==> config.mk <==
export PLATFORM = sky130hd
export DESIGN_NAME = pss_sequencer
export DESIGN_NICKNAME = d
export VERILOG_FILES = /design/src/hdl/pss_pkg.sv /design/src/hdl/pss_sequencer.sv
export VERILOG_INCLUDE_DIRS = /design/src /design/src/hdl
export SDC_FILE = /design/constraint.sdc
export NUM_CORES = 1
export LEC_CHECK = 0
export BUFFER_PORTS_ARGS = -buffer_cell sky130_fd_sc_hd__buf_2
export CORE_UTILIZATION = 25
export CTS_CLUSTER_SIZE = 12
export DETAILED_ROUTE_END_ITERATION = 10
export SKIP_LAST_GASP = 1
export SLEW_MARGIN = 20
export SYNTH_ARGS = -nofsm -noshare
export SYNTH_HDL_FRONTEND = slang
export SYNTH_SLANG_ARGS = --single-unit
==> constraint.sdc <==
create_clock -name ref_clk -period 13.9 [get_ports ref_clk]
set_input_delay 1.39 -clock ref_clk [delete_from_list [all_inputs] [get_ports ref_clk]]
set_output_delay 1.39 -clock ref_clk [all_outputs]
set_load 0.05 [all_outputs]
==> src/hdl/pss_defines.svh <==
/*
 Constants of the program sequencer: register indices, vectors, widths.
 Assumes inclusion by the package, the sequencer, the memory model and the bench.
*/
// Contract
// - Four phases make one instruction cycle
// - Fetch overlaps execute; transfers take two
// - Counter is twelve bits, 4096 words
// - Counter advances by one per fetch
// - True skip discards fetched word
// - Low byte write jumps within page
// - Every control transfer adds dummy cycle
// - Reset clears counter to zero
// - Line a interrupt vectors to 004
// - Line b interrupt vectors to 008
// - Timer one overflow vectors to 00C
// - Timer two overflow vectors to 010
// - Time base interrupt vectors to 014
// - Real time clock vectors to 018
// - Jump, call, return load twelve bits
// - Table address from pointer and page
// - Table high gets upper seven bits
// - Table reads take two cycles
// - Six level hidden return stack
// - Reset empties the stack
// - Full stack holds interrupts pending
// - Call on full stack drops oldest
// - Acknowledge clears global interrupt enable
`ifndef PSS_DEFINES_SVH
`define PSS_DEFINES_SVH
`define PSS_PC_W 12
`define PSS_WORD_W 15
`define PSS_NUM_IRQ 6
`define PSS_STACK_LEVELS 3'd6
`define PSS_PC_RESET 12'h000
`define PSS_LAST_PAGE 4'hf
`define PSS_IDX_PCL 12'h006
`define PSS_IDX_TBLPTR 12'h007
`define PSS_IDX_TBLHI 12'h008
`define PSS_IDX_STAT 12'h009
`define PSS_ADDR_PCL (`PSS_IDX_PCL << 2)
`define PSS_ADDR_TBLPTR (`PSS_IDX_TBLPTR << 2)
`define PSS_ADDR_TBLHI (`PSS_IDX_TBLHI << 2)
`define PSS_ADDR_STAT (`PSS_IDX_STAT << 2)
`define PSS_TBLPTR_RESET 8'h00
`define PSS_VEC_A 12'h004
`define PSS_VEC_B 12'h008
`define PSS_VEC_T0 12'h00c
`define PSS_VEC_T1 12'h010
`define PSS_VEC_TB 12'h014
`define PSS_VEC_RTC 12'h018
`endif

==> src/hdl/pss_pkg.sv <==
/*
 Types of the program sequencer.
 Assumes the defines header sits beside it.
*/
`include "pss_defines.svh"
package pss_pkg;
    // Instruction phase, one-hot
    typedef enum logic [3:0] {
        PSS_PH1 = 4'b0001,
        PSS_PH2 = 4'b0010,
        PSS_PH3 = 4'b0100,
        PSS_PH4 = 4'b1000
    } pss_phase_t;
    // Sequencing class of the executing instruction, one-hot
    typedef enum logic [7:0] {
        PSS_OP_NORMAL = 8'h01,
        PSS_OP_SKIP = 8'h02,
        PSS_OP_JUMP = 8'h04,
        PSS_OP_CALL = 8'h08,
        PSS_OP_RET = 8'h10,
        PSS_OP_INTERRUPT_RETURN = 8'h20,
        PSS_OP_TABC = 8'h40,
        PSS_OP_TABL = 8'h80
    } pss_op_t;
    // Decoder command for the instruction in execute
    typedef struct packed {
        pss_op_t op;
        logic [`PSS_PC_W-1:0] target;
    } pss_cmd_t;
endpackage

==> src/hdl/pss_sequencer.sv <==
/*
 Program sequencer: phase divider, fetch/execute pipeline, program
 counter, six-level return stack, table reads, APB register slave.
 Assumes a program memory that answers prog_addr_q within the cycle,
 a decoder that drives cmd from instr_q on the same clock, and
 interrupt requests already gated by their own enables.
*/
`timescale 1ns/1ps
`include "pss_defines.svh"
module pss_sequencer
    import pss_pkg::*;
(
    input wire logic ref_clk,
    input wire logic reset,
    input wire logic clk_en,
    // APB slave
    input wire logic [11:0] paddr,
    input wire logic psel,
    input wire logic penable,
    input wire logic pwrite,
    input wire logic [31:0] pwdata,
    output logic [31:0] prdata,
    output logic pready,
    output logic pslverr,
    // Program memory
    output logic [`PSS_PC_W-1:0] prog_addr_q,
    input wire logic [`PSS_WORD_W-1:0] prog_data,
    // Decoder side
    output logic [`PSS_WORD_W-1:0] instr_q,
    output logic exec_valid_q,
    input wire pss_cmd_t cmd,
    output pss_phase_t phase_q,
    output logic [7:0] tab_low_q,
    output logic tab_low_stb_q,
    // Interrupts
    input wire logic [`PSS_NUM_IRQ-1:0] irq_pending,
    input wire logic global_irq_enable,
    output logic [`PSS_NUM_IRQ-1:0] irq_ack_q,
    output logic gie_clear_q
);

    // ----------------------------------------------------------
    // Declarations
    // ----------------------------------------------------------
    logic [`PSS_PC_W-1:0] pc_q; // Address being fetched
    logic [`PSS_PC_W-1:0] pc_d;
    logic [`PSS_PC_W-1:0] stack_q [0:5]; // Hidden return stack
    logic [2:0] sp_q; // Entries in use, readable in the status register
    logic fetched_ok_q; // Fetched word is real, not dummy
    logic stall_q; // Table read second cycle
    logic [`PSS_PC_W-1:0] tab_addr_q;
    logic [6:0] tbl_high_q;
    logic [7:0] tbl_ptr_q;
    logic pcl_pend_q; // Low byte write awaits cycle end
    logic [7:0] pcl_data_q;
    logic pready_q;
    logic pslverr_q;
    logic [31:0] prdata_q;
    logic cyc_end; // Last enabled edge of the cycle
    logic run; // Current instruction executes now
    logic stack_full;
    logic take_irq;
    logic push;
    logic pop;
    logic flush; // Fetched word becomes a dummy
    logic start_tab;
    logic [`PSS_NUM_IRQ-1:0] irq_sel;
    logic [`PSS_PC_W-1:0] vector;
    logic [`PSS_PC_W-1:0] pop_val;
    logic apb_wr;
    logic pcl_wr;

    assign prdata = prdata_q;
    assign pready = pready_q;
    assign pslverr = pslverr_q;

    // ----------------------------------------------------------
    // Phase divider
    // ----------------------------------------------------------
    // Four non-overlapping phases, rotating on enabled edges
    always_ff @(posedge ref_clk or posedge reset) begin
        if (reset) begin
            phase_q <= PSS_PH1;
        end else if (clk_en) begin
            case (phase_q)
                PSS_PH1: phase_q <= PSS_PH2;
                PSS_PH2: phase_q <= PSS_PH3;
                PSS_PH3: phase_q <= PSS_PH4;
                PSS_PH4: phase_q <= PSS_PH1;
                default: phase_q <= PSS_PH1;
            endcase
        end
    end

    assign cyc_end = clk_en && (phase_q == PSS_PH4);
    assign stack_full = (sp_q == `PSS_STACK_LEVELS);
    assign run = exec_valid_q;

    // ----------------------------------------------------------
    // Interrupt priority and vector
    // ----------------------------------------------------------
    // Lowest set bit wins; it owns the lowest vector
    always_comb begin
        irq_sel = '0;
        vector = `PSS_VEC_RTC;
        if (irq_pending[0]) begin
            irq_sel = 6'b000001;
            vector = `PSS_VEC_A;
        end else if (irq_pending[1]) begin
            irq_sel = 6'b000010;
            vector = `PSS_VEC_B;
        end else if (irq_pending[2]) begin
            irq_sel = 6'b000100;
            vector = `PSS_VEC_T0;
        end else if (irq_pending[3]) begin
            irq_sel = 6'b001000;
            vector = `PSS_VEC_T1;
        end else if (irq_pending[4]) begin
            irq_sel = 6'b010000;
            vector = `PSS_VEC_TB;
        end else if (irq_pending[5]) begin
            irq_sel = 6'b100000;
        end
    end

    // Top entry; an empty stack returns entry zero
    assign pop_val = (sp_q == 3'd0) ? stack_q[0] : stack_q[sp_q - 3'd1];

    // ----------------------------------------------------------
    // Next program counter
    // ----------------------------------------------------------
    // Priority: table stall, low byte write, executing transfer, interrupt, fetch
    always_comb begin
        pc_d = pc_q + 12'h001;
        push = 1'b0;
        pop = 1'b0;
        flush = 1'b0;
        take_irq = 1'b0;
        start_tab = 1'b0;
        if (stall_q) begin
            // Memory is busy with the table word; no fetch
            pc_d = pc_q;
        end else if (pcl_pend_q) begin
            // Short jump inside the current page
            pc_d = {pc_q[11:8], pcl_data_q};
            flush = 1'b1;
        end else if (run && cmd.op == PSS_OP_SKIP) begin
            flush = 1'b1;
        end else if (run && (cmd.op == PSS_OP_JUMP || cmd.op == PSS_OP_CALL)) begin
            pc_d = cmd.target;
            flush = 1'b1;
            push = (cmd.op == PSS_OP_CALL);
        end else if (run && (cmd.op == PSS_OP_RET || cmd.op == PSS_OP_INTERRUPT_RETURN)) begin
            pc_d = pop_val;
            pop = 1'b1;
            flush = 1'b1;
        end else if (run && (cmd.op == PSS_OP_TABC || cmd.op == PSS_OP_TABL)) begin
            start_tab = 1'b1;
        end else if (|irq_pending && global_irq_enable && !stack_full) begin
            // Full stack leaves the request pending
            take_irq = 1'b1;
            pc_d = vector;
            push = 1'b1;
            flush = 1'b1;
        end
    end

    // ----------------------------------------------------------
    // Program counter and fetch pipeline
    // ----------------------------------------------------------
    // Counter and memory address move only at cycle end
    always_ff @(posedge ref_clk or posedge reset) begin
        if (reset) begin
            pc_q <= `PSS_PC_RESET;
            prog_addr_q <= `PSS_PC_RESET;
        end else if (cyc_end) begin
            pc_q <= pc_d;
            // A table read borrows the memory for one cycle
            prog_addr_q <= start_tab ? tab_addr_q : pc_d;
        end
    end

    // Fetched word latches; dummy marking on flushes
    always_ff @(posedge ref_clk or posedge reset) begin
        if (reset) begin
            instr_q <= '0;
            fetched_ok_q <= 1'b0;
            exec_valid_q <= 1'b0;
        end else if (cyc_end) begin
            if (!stall_q) begin
                instr_q <= prog_data;
                fetched_ok_q <= !flush;
                exec_valid_q <= !flush && !start_tab;
            end else begin
                // Held word executes after the table cycle
                exec_valid_q <= fetched_ok_q;
            end
        end
    end

    // ----------------------------------------------------------
    // Table reads
    // ----------------------------------------------------------
    // Table address built from pointer and page bits
    always_comb begin
        tab_addr_q = {pc_q[11:8], tbl_ptr_q};
        if (cmd.op == PSS_OP_TABL) begin
            tab_addr_q = {`PSS_LAST_PAGE, tbl_ptr_q};
        end
    end

    // Second cycle captures the word
    always_ff @(posedge ref_clk or posedge reset) begin
        if (reset) begin
            stall_q <= 1'b0;
            tbl_high_q <= '0;
            tab_low_q <= '0;
            tab_low_stb_q <= 1'b0;
        end else if (clk_en) begin
            tab_low_stb_q <= 1'b0;
            if (cyc_end) begin
                stall_q <= start_tab;
                if (stall_q) begin
                    tab_low_q <= prog_data[7:0];
                    tab_low_stb_q <= 1'b1;
                    tbl_high_q <= prog_data[14:8];
                end
            end
        end
    end

    // ----------------------------------------------------------
    // Return stack
    // ----------------------------------------------------------
    // Depth counter; a full push keeps depth at six
    always_ff @(posedge ref_clk or posedge reset) begin
        if (reset) begin
            sp_q <= 3'd0;
        end else if (cyc_end) begin
            if (push && !stack_full) begin
                sp_q <= sp_q + 3'd1;
            end else if (pop && sp_q != 3'd0) begin
                sp_q <= sp_q - 3'd1;
            end
        end
    end

    // Per-entry storage; full pushes shift out the oldest
    genvar g;
    generate
        for (g = 0; g < 6; g = g + 1) begin : g_stk
            always_ff @(posedge ref_clk or posedge reset) begin
                if (reset) begin
                    stack_q[g] <= '0;
                end else if (cyc_end && push) begin
                    if (stack_full) begin
                        if (g == 5) begin
                            stack_q[g] <= pc_q;
                        end else begin
                            stack_q[g] <= stack_q[(g + 1) % 6];
                        end
                    end else if (sp_q == 3'(g)) begin
                        stack_q[g] <= pc_q;
                    end
                end
            end
        end
    endgenerate

    // ----------------------------------------------------------
    // Interrupt acknowledge
    // ----------------------------------------------------------
    // One pulse per entry; the enable is cleared outside
    always_ff @(posedge ref_clk or posedge reset) begin
        if (reset) begin
            irq_ack_q <= '0;
            gie_clear_q <= 1'b0;
        end else if (clk_en) begin
            irq_ack_q <= (cyc_end && take_irq) ? irq_sel : '0;
            gie_clear_q <= cyc_end && take_irq;
        end
    end

    // ----------------------------------------------------------
    // APB slave
    // ----------------------------------------------------------
    // No wait state: ready rises in the first access cycle
    assign apb_wr = psel && penable && pready_q && pwrite;
    assign pcl_wr = apb_wr && !pslverr_q && paddr == `PSS_ADDR_PCL;

    // Read data and decode captured in setup
    always_ff @(posedge ref_clk or posedge reset) begin
        if (reset) begin
            pready_q <= 1'b0;
            pslverr_q <= 1'b0;
            prdata_q <= '0;
        end else if (clk_en) begin
            pready_q <= psel && !penable;
            pslverr_q <= 1'b0;
            if (psel && !penable) begin
                prdata_q <= '0;
                case (paddr)
                    `PSS_ADDR_PCL: prdata_q <= {24'h000000, pc_q[7:0]};
                    `PSS_ADDR_TBLPTR: prdata_q <= {24'h000000, tbl_ptr_q};
                    `PSS_ADDR_TBLHI: prdata_q <= {25'h0000000, tbl_high_q};
                    `PSS_ADDR_STAT: prdata_q <= {27'h0000000, stall_q, stack_full, sp_q};
                    default: pslverr_q <= 1'b1;
                endcase
            end
        end
    end

    // Table pointer is plain storage
    always_ff @(posedge ref_clk or posedge reset) begin
        if (reset) begin
            tbl_ptr_q <= `PSS_TBLPTR_RESET;
        end else if (clk_en && apb_wr && paddr == `PSS_ADDR_TBLPTR) begin
            tbl_ptr_q <= pwdata[7:0];
        end
    end

    // Low byte write waits for the cycle end; a new write wins
    always_ff @(posedge ref_clk or posedge reset) begin
        if (reset) begin
            pcl_pend_q <= 1'b0;
            pcl_data_q <= '0;
        end else if (clk_en) begin
            if (pcl_wr) begin
                pcl_pend_q <= 1'b1;
                pcl_data_q <= pwdata[7:0];
            end else if (cyc_end && !stall_q) begin
                pcl_pend_q <= 1'b0;
            end
        end
    end
endmodule

==> out/summary.txt <==
Slew Viols, Final -> 0
RSZ-0062 raised after global routing -> no
Register Area -> 4280 um2
Worst EP required -> 14.23 ns
Fin Hold WS -> 0.4788 ns
register area share after synthesis -> 46.11%
hold bufs inserted after CTS -> 0
met1 Resource Use GR -> 20.10%
Cell variety after synth -> 70
drt wl/cell -> 18.88 um
GP Congestion -> 0.8376
DP HPWL -> 19820 um
Worst Slack Setup Final -> 9.014 ns
GRT met2 Usage -> 24.41%
Tcrit/Tclk final -> 35.15%
Vias/cell -> 5.158
post-synth top area cell -> dfrtp_1
Synth Warn # -> 0
EDFF count, synth -> 0
Worst-path clk slew -> 0.08 ns
share of cells above drive strength 1 -> 26.16%
Post-CTS Resized -> 0
Hold Fails Final Rpt -> 0
worst-path fanout max -> 14
count leader, synth -> dfrtp_1
syn avg cell area -> 10.04 um2
TritonCTS clock tree -> done
top post-synthesis cells by area -> dfrtp_1 46%, mux2_2 6.6%, a21oi_1 5.0%
Main synth FF type -> dfrtp_1
Fill cells -> 3785
number of routed nets with antenna violations -> 0
post-synthesis cell area -> 9283 um2
drt pass-1 iters -> 6
Initial Util -> 25.36%
die height -> 194.7 um
aggregate global routing overflow -> 0
max-cap check violation count -> 0
Cells after Synth -> 925
crit path DAT -> 5.21 ns
# IOs -> 174
clk_skew -> 0.01107 ns
post-CTS setup buffers -> 0
Setup WS pre-CTS -> 8.605 ns
total CTS buffers -> 17
Pwr per Cell Area -> 138.1 nW/um2
Core Area -> 36610 um2
Vias -> 7758
most instantiated cells after synthesis -> 170 x dfrtp_1, 92 x a21oi_1, 86 x nor2_1
busiest layer in global routing -> met2
Die Area -> 37910 um2
async set or reset register ratio after synthesis -> 100.0%
largest net degree at the start of global routing -> 66
num rows -> 70
multi-input logic area -> 4604 um2
Setup Crit Path Kind -> primary input to flop
CP Launch Type -> primary input
initial antenna violation count -> 2
Slew headroom -> 31.39%
setup TNS -> 0 ns
vias in the first global route -> 7628
largest buffer count on any clock path -> 2
Synth top area share -> 45.83%
# H-tree levels -> 4
fin nets -> 1121
root buf cell -> clkbuf_16
diode count -> 0
met3 usage -> 3.089%
first-pass GRT wire length -> 45060 um
Slew @ Worst Pin -> 1.029 ns
initial drt markers -> 566
Leak -> 4.848 nW
P&R area growth vs syn -> 18.41%
# setup viols final -> 0
Worst setup EP type -> flop
Die Span X -> 194.7 um
Final Critical Period -> 4.886 ns
hold crit path type -> flop to flop
VDD IR max -> 0.1539 mV
CTS sink cnt -> 171
register bit total from synthesis -> 171
FF-to-FF setup slack -> 9.67 ns
Global Route Usage Sum -> 15.14%
Skew-Pair Late Insertion Delay -> 0.44 ns
Max Clk Rate -> 204.6 MHz
residual DRC count -> 0
I/O Buffers -> 125
final wirelength -> 28400 um
outcome -> completed
-- layout by cell type (no fill, tap or decap), types with 12 or more instances in the layout --
cell	Yosys	routed
o21ai_0	48	48
conb_1	1	24
o2bb2ai_1	14	14
dfrtp_1	170	170
nor2b_1	15	14
mux2_2	54	54
clkbuf_16	0	17
nand2_1	54	54
a21oi_1	92	92
buf_4	24	17
a31oi_1	13	13
mux2i_1	21	21
nand3_1	17	17
nor2_1	86	86
a22oi_1	25	25
buf_2	3	125
inv_1	28	27
mux4_2	12	12
-- worst paths after layout --
kind / startpoint / endpoint / depth (start not counted)
worst max-delay path: cmd[13] / stack_q[10] / 7
worst min-delay path: prdata[6] / prdata[6] / 2
worst max register to register: sp_q[0] / stack_q[11] / 9
worst min register to register: prdata[6] / prdata[6] / 2
max in group asynchronous: reset / stack_q[49] / 3
min in group asynchronous: reset / gie_clear_q / 2
-- registers in the layout, summed over array words and instances, names as in the netlist --
name           cells
phase_q            4
pcl_data_q         8
tbl_ptr_q          8
tbl_high_q         7
pcl_pend_q         1
tab_low_q          8
pc_q              12
fetched_ok_q       1
sp_q               3
instr_q           15
stall_q            1
pslverr            1
tab_low_stb_q      1
pready             1
exec_valid_q       1
prdata             8
prog_addr_q       12
irq_ack_q          6
gie_clear_q        1
stack_q           72
-- through the flow --
step / util [%] / total power, mW / cells / cell area, um2
after detailed placement: 28.28 / 1.029 / 1470 / 10350
final: 30.02 / 1.518 / 1504 / 10990
after floorplan: - / 0.9100 / 948 / 9369
after global placement: 28.24 / 1.025 / 1469 / 10340
after CTS: 29.95 / 1.523 / 1502 / 10970
after global routing: 30.02 / 1.581 / 1504 / 10990
-- per-layer routing --
layer  vias to the layer above  wire [um]
li1                       3567          -
met4                         2        687
met5                         -         13
met3                        44       1790
met1                      3876      12480
met2                       269      13430
-- area by class of cell --
| class | instances | area share [%] |
|---|---|---|
| clock buffers | 17 | 3.870 |
| clock inverters | 15 | 1.707 |
| inverters | 29 | 1.036 |
| multi-input cells | 659 | 41.89 |
| flip-flops and latches | 171 | 38.94 |
| well taps | 468 | 5.327 |
| repair buffers | 145 | 7.228 |
-- cell families after synthesis --
family / synth area share, %
other: 0.04040
multiplexers: 13.34
adder cells (fa/ha/maj): 0.8087
flip-flops: 46.11
AND/OR/NAND/NOR: 12.75
XOR/XNOR: 1.321
AO/OA/AOI/OAI: 19.76
buffers and inverters: 5.863
-- critical path: stages --
cell and delay, ns:
buf_2 0.14, nor3b_2 0.53, nand4_1 0.72, nand4_2 0.55
a21o_1 0.57, or3_1 0.89, mux2_2 0.41
-- report_power, final --
| group | switching [mW] | internal [mW] |
|---|---|---|
| Sequential | 0.0583 | 0.556 |
| Combinational | 0.296 | 0.112 |
| Clock | 0.248 | 0.247 |
| Total | 0.603 | 0.915 |
Note: power is estimated with default switching activity, not from simulation.
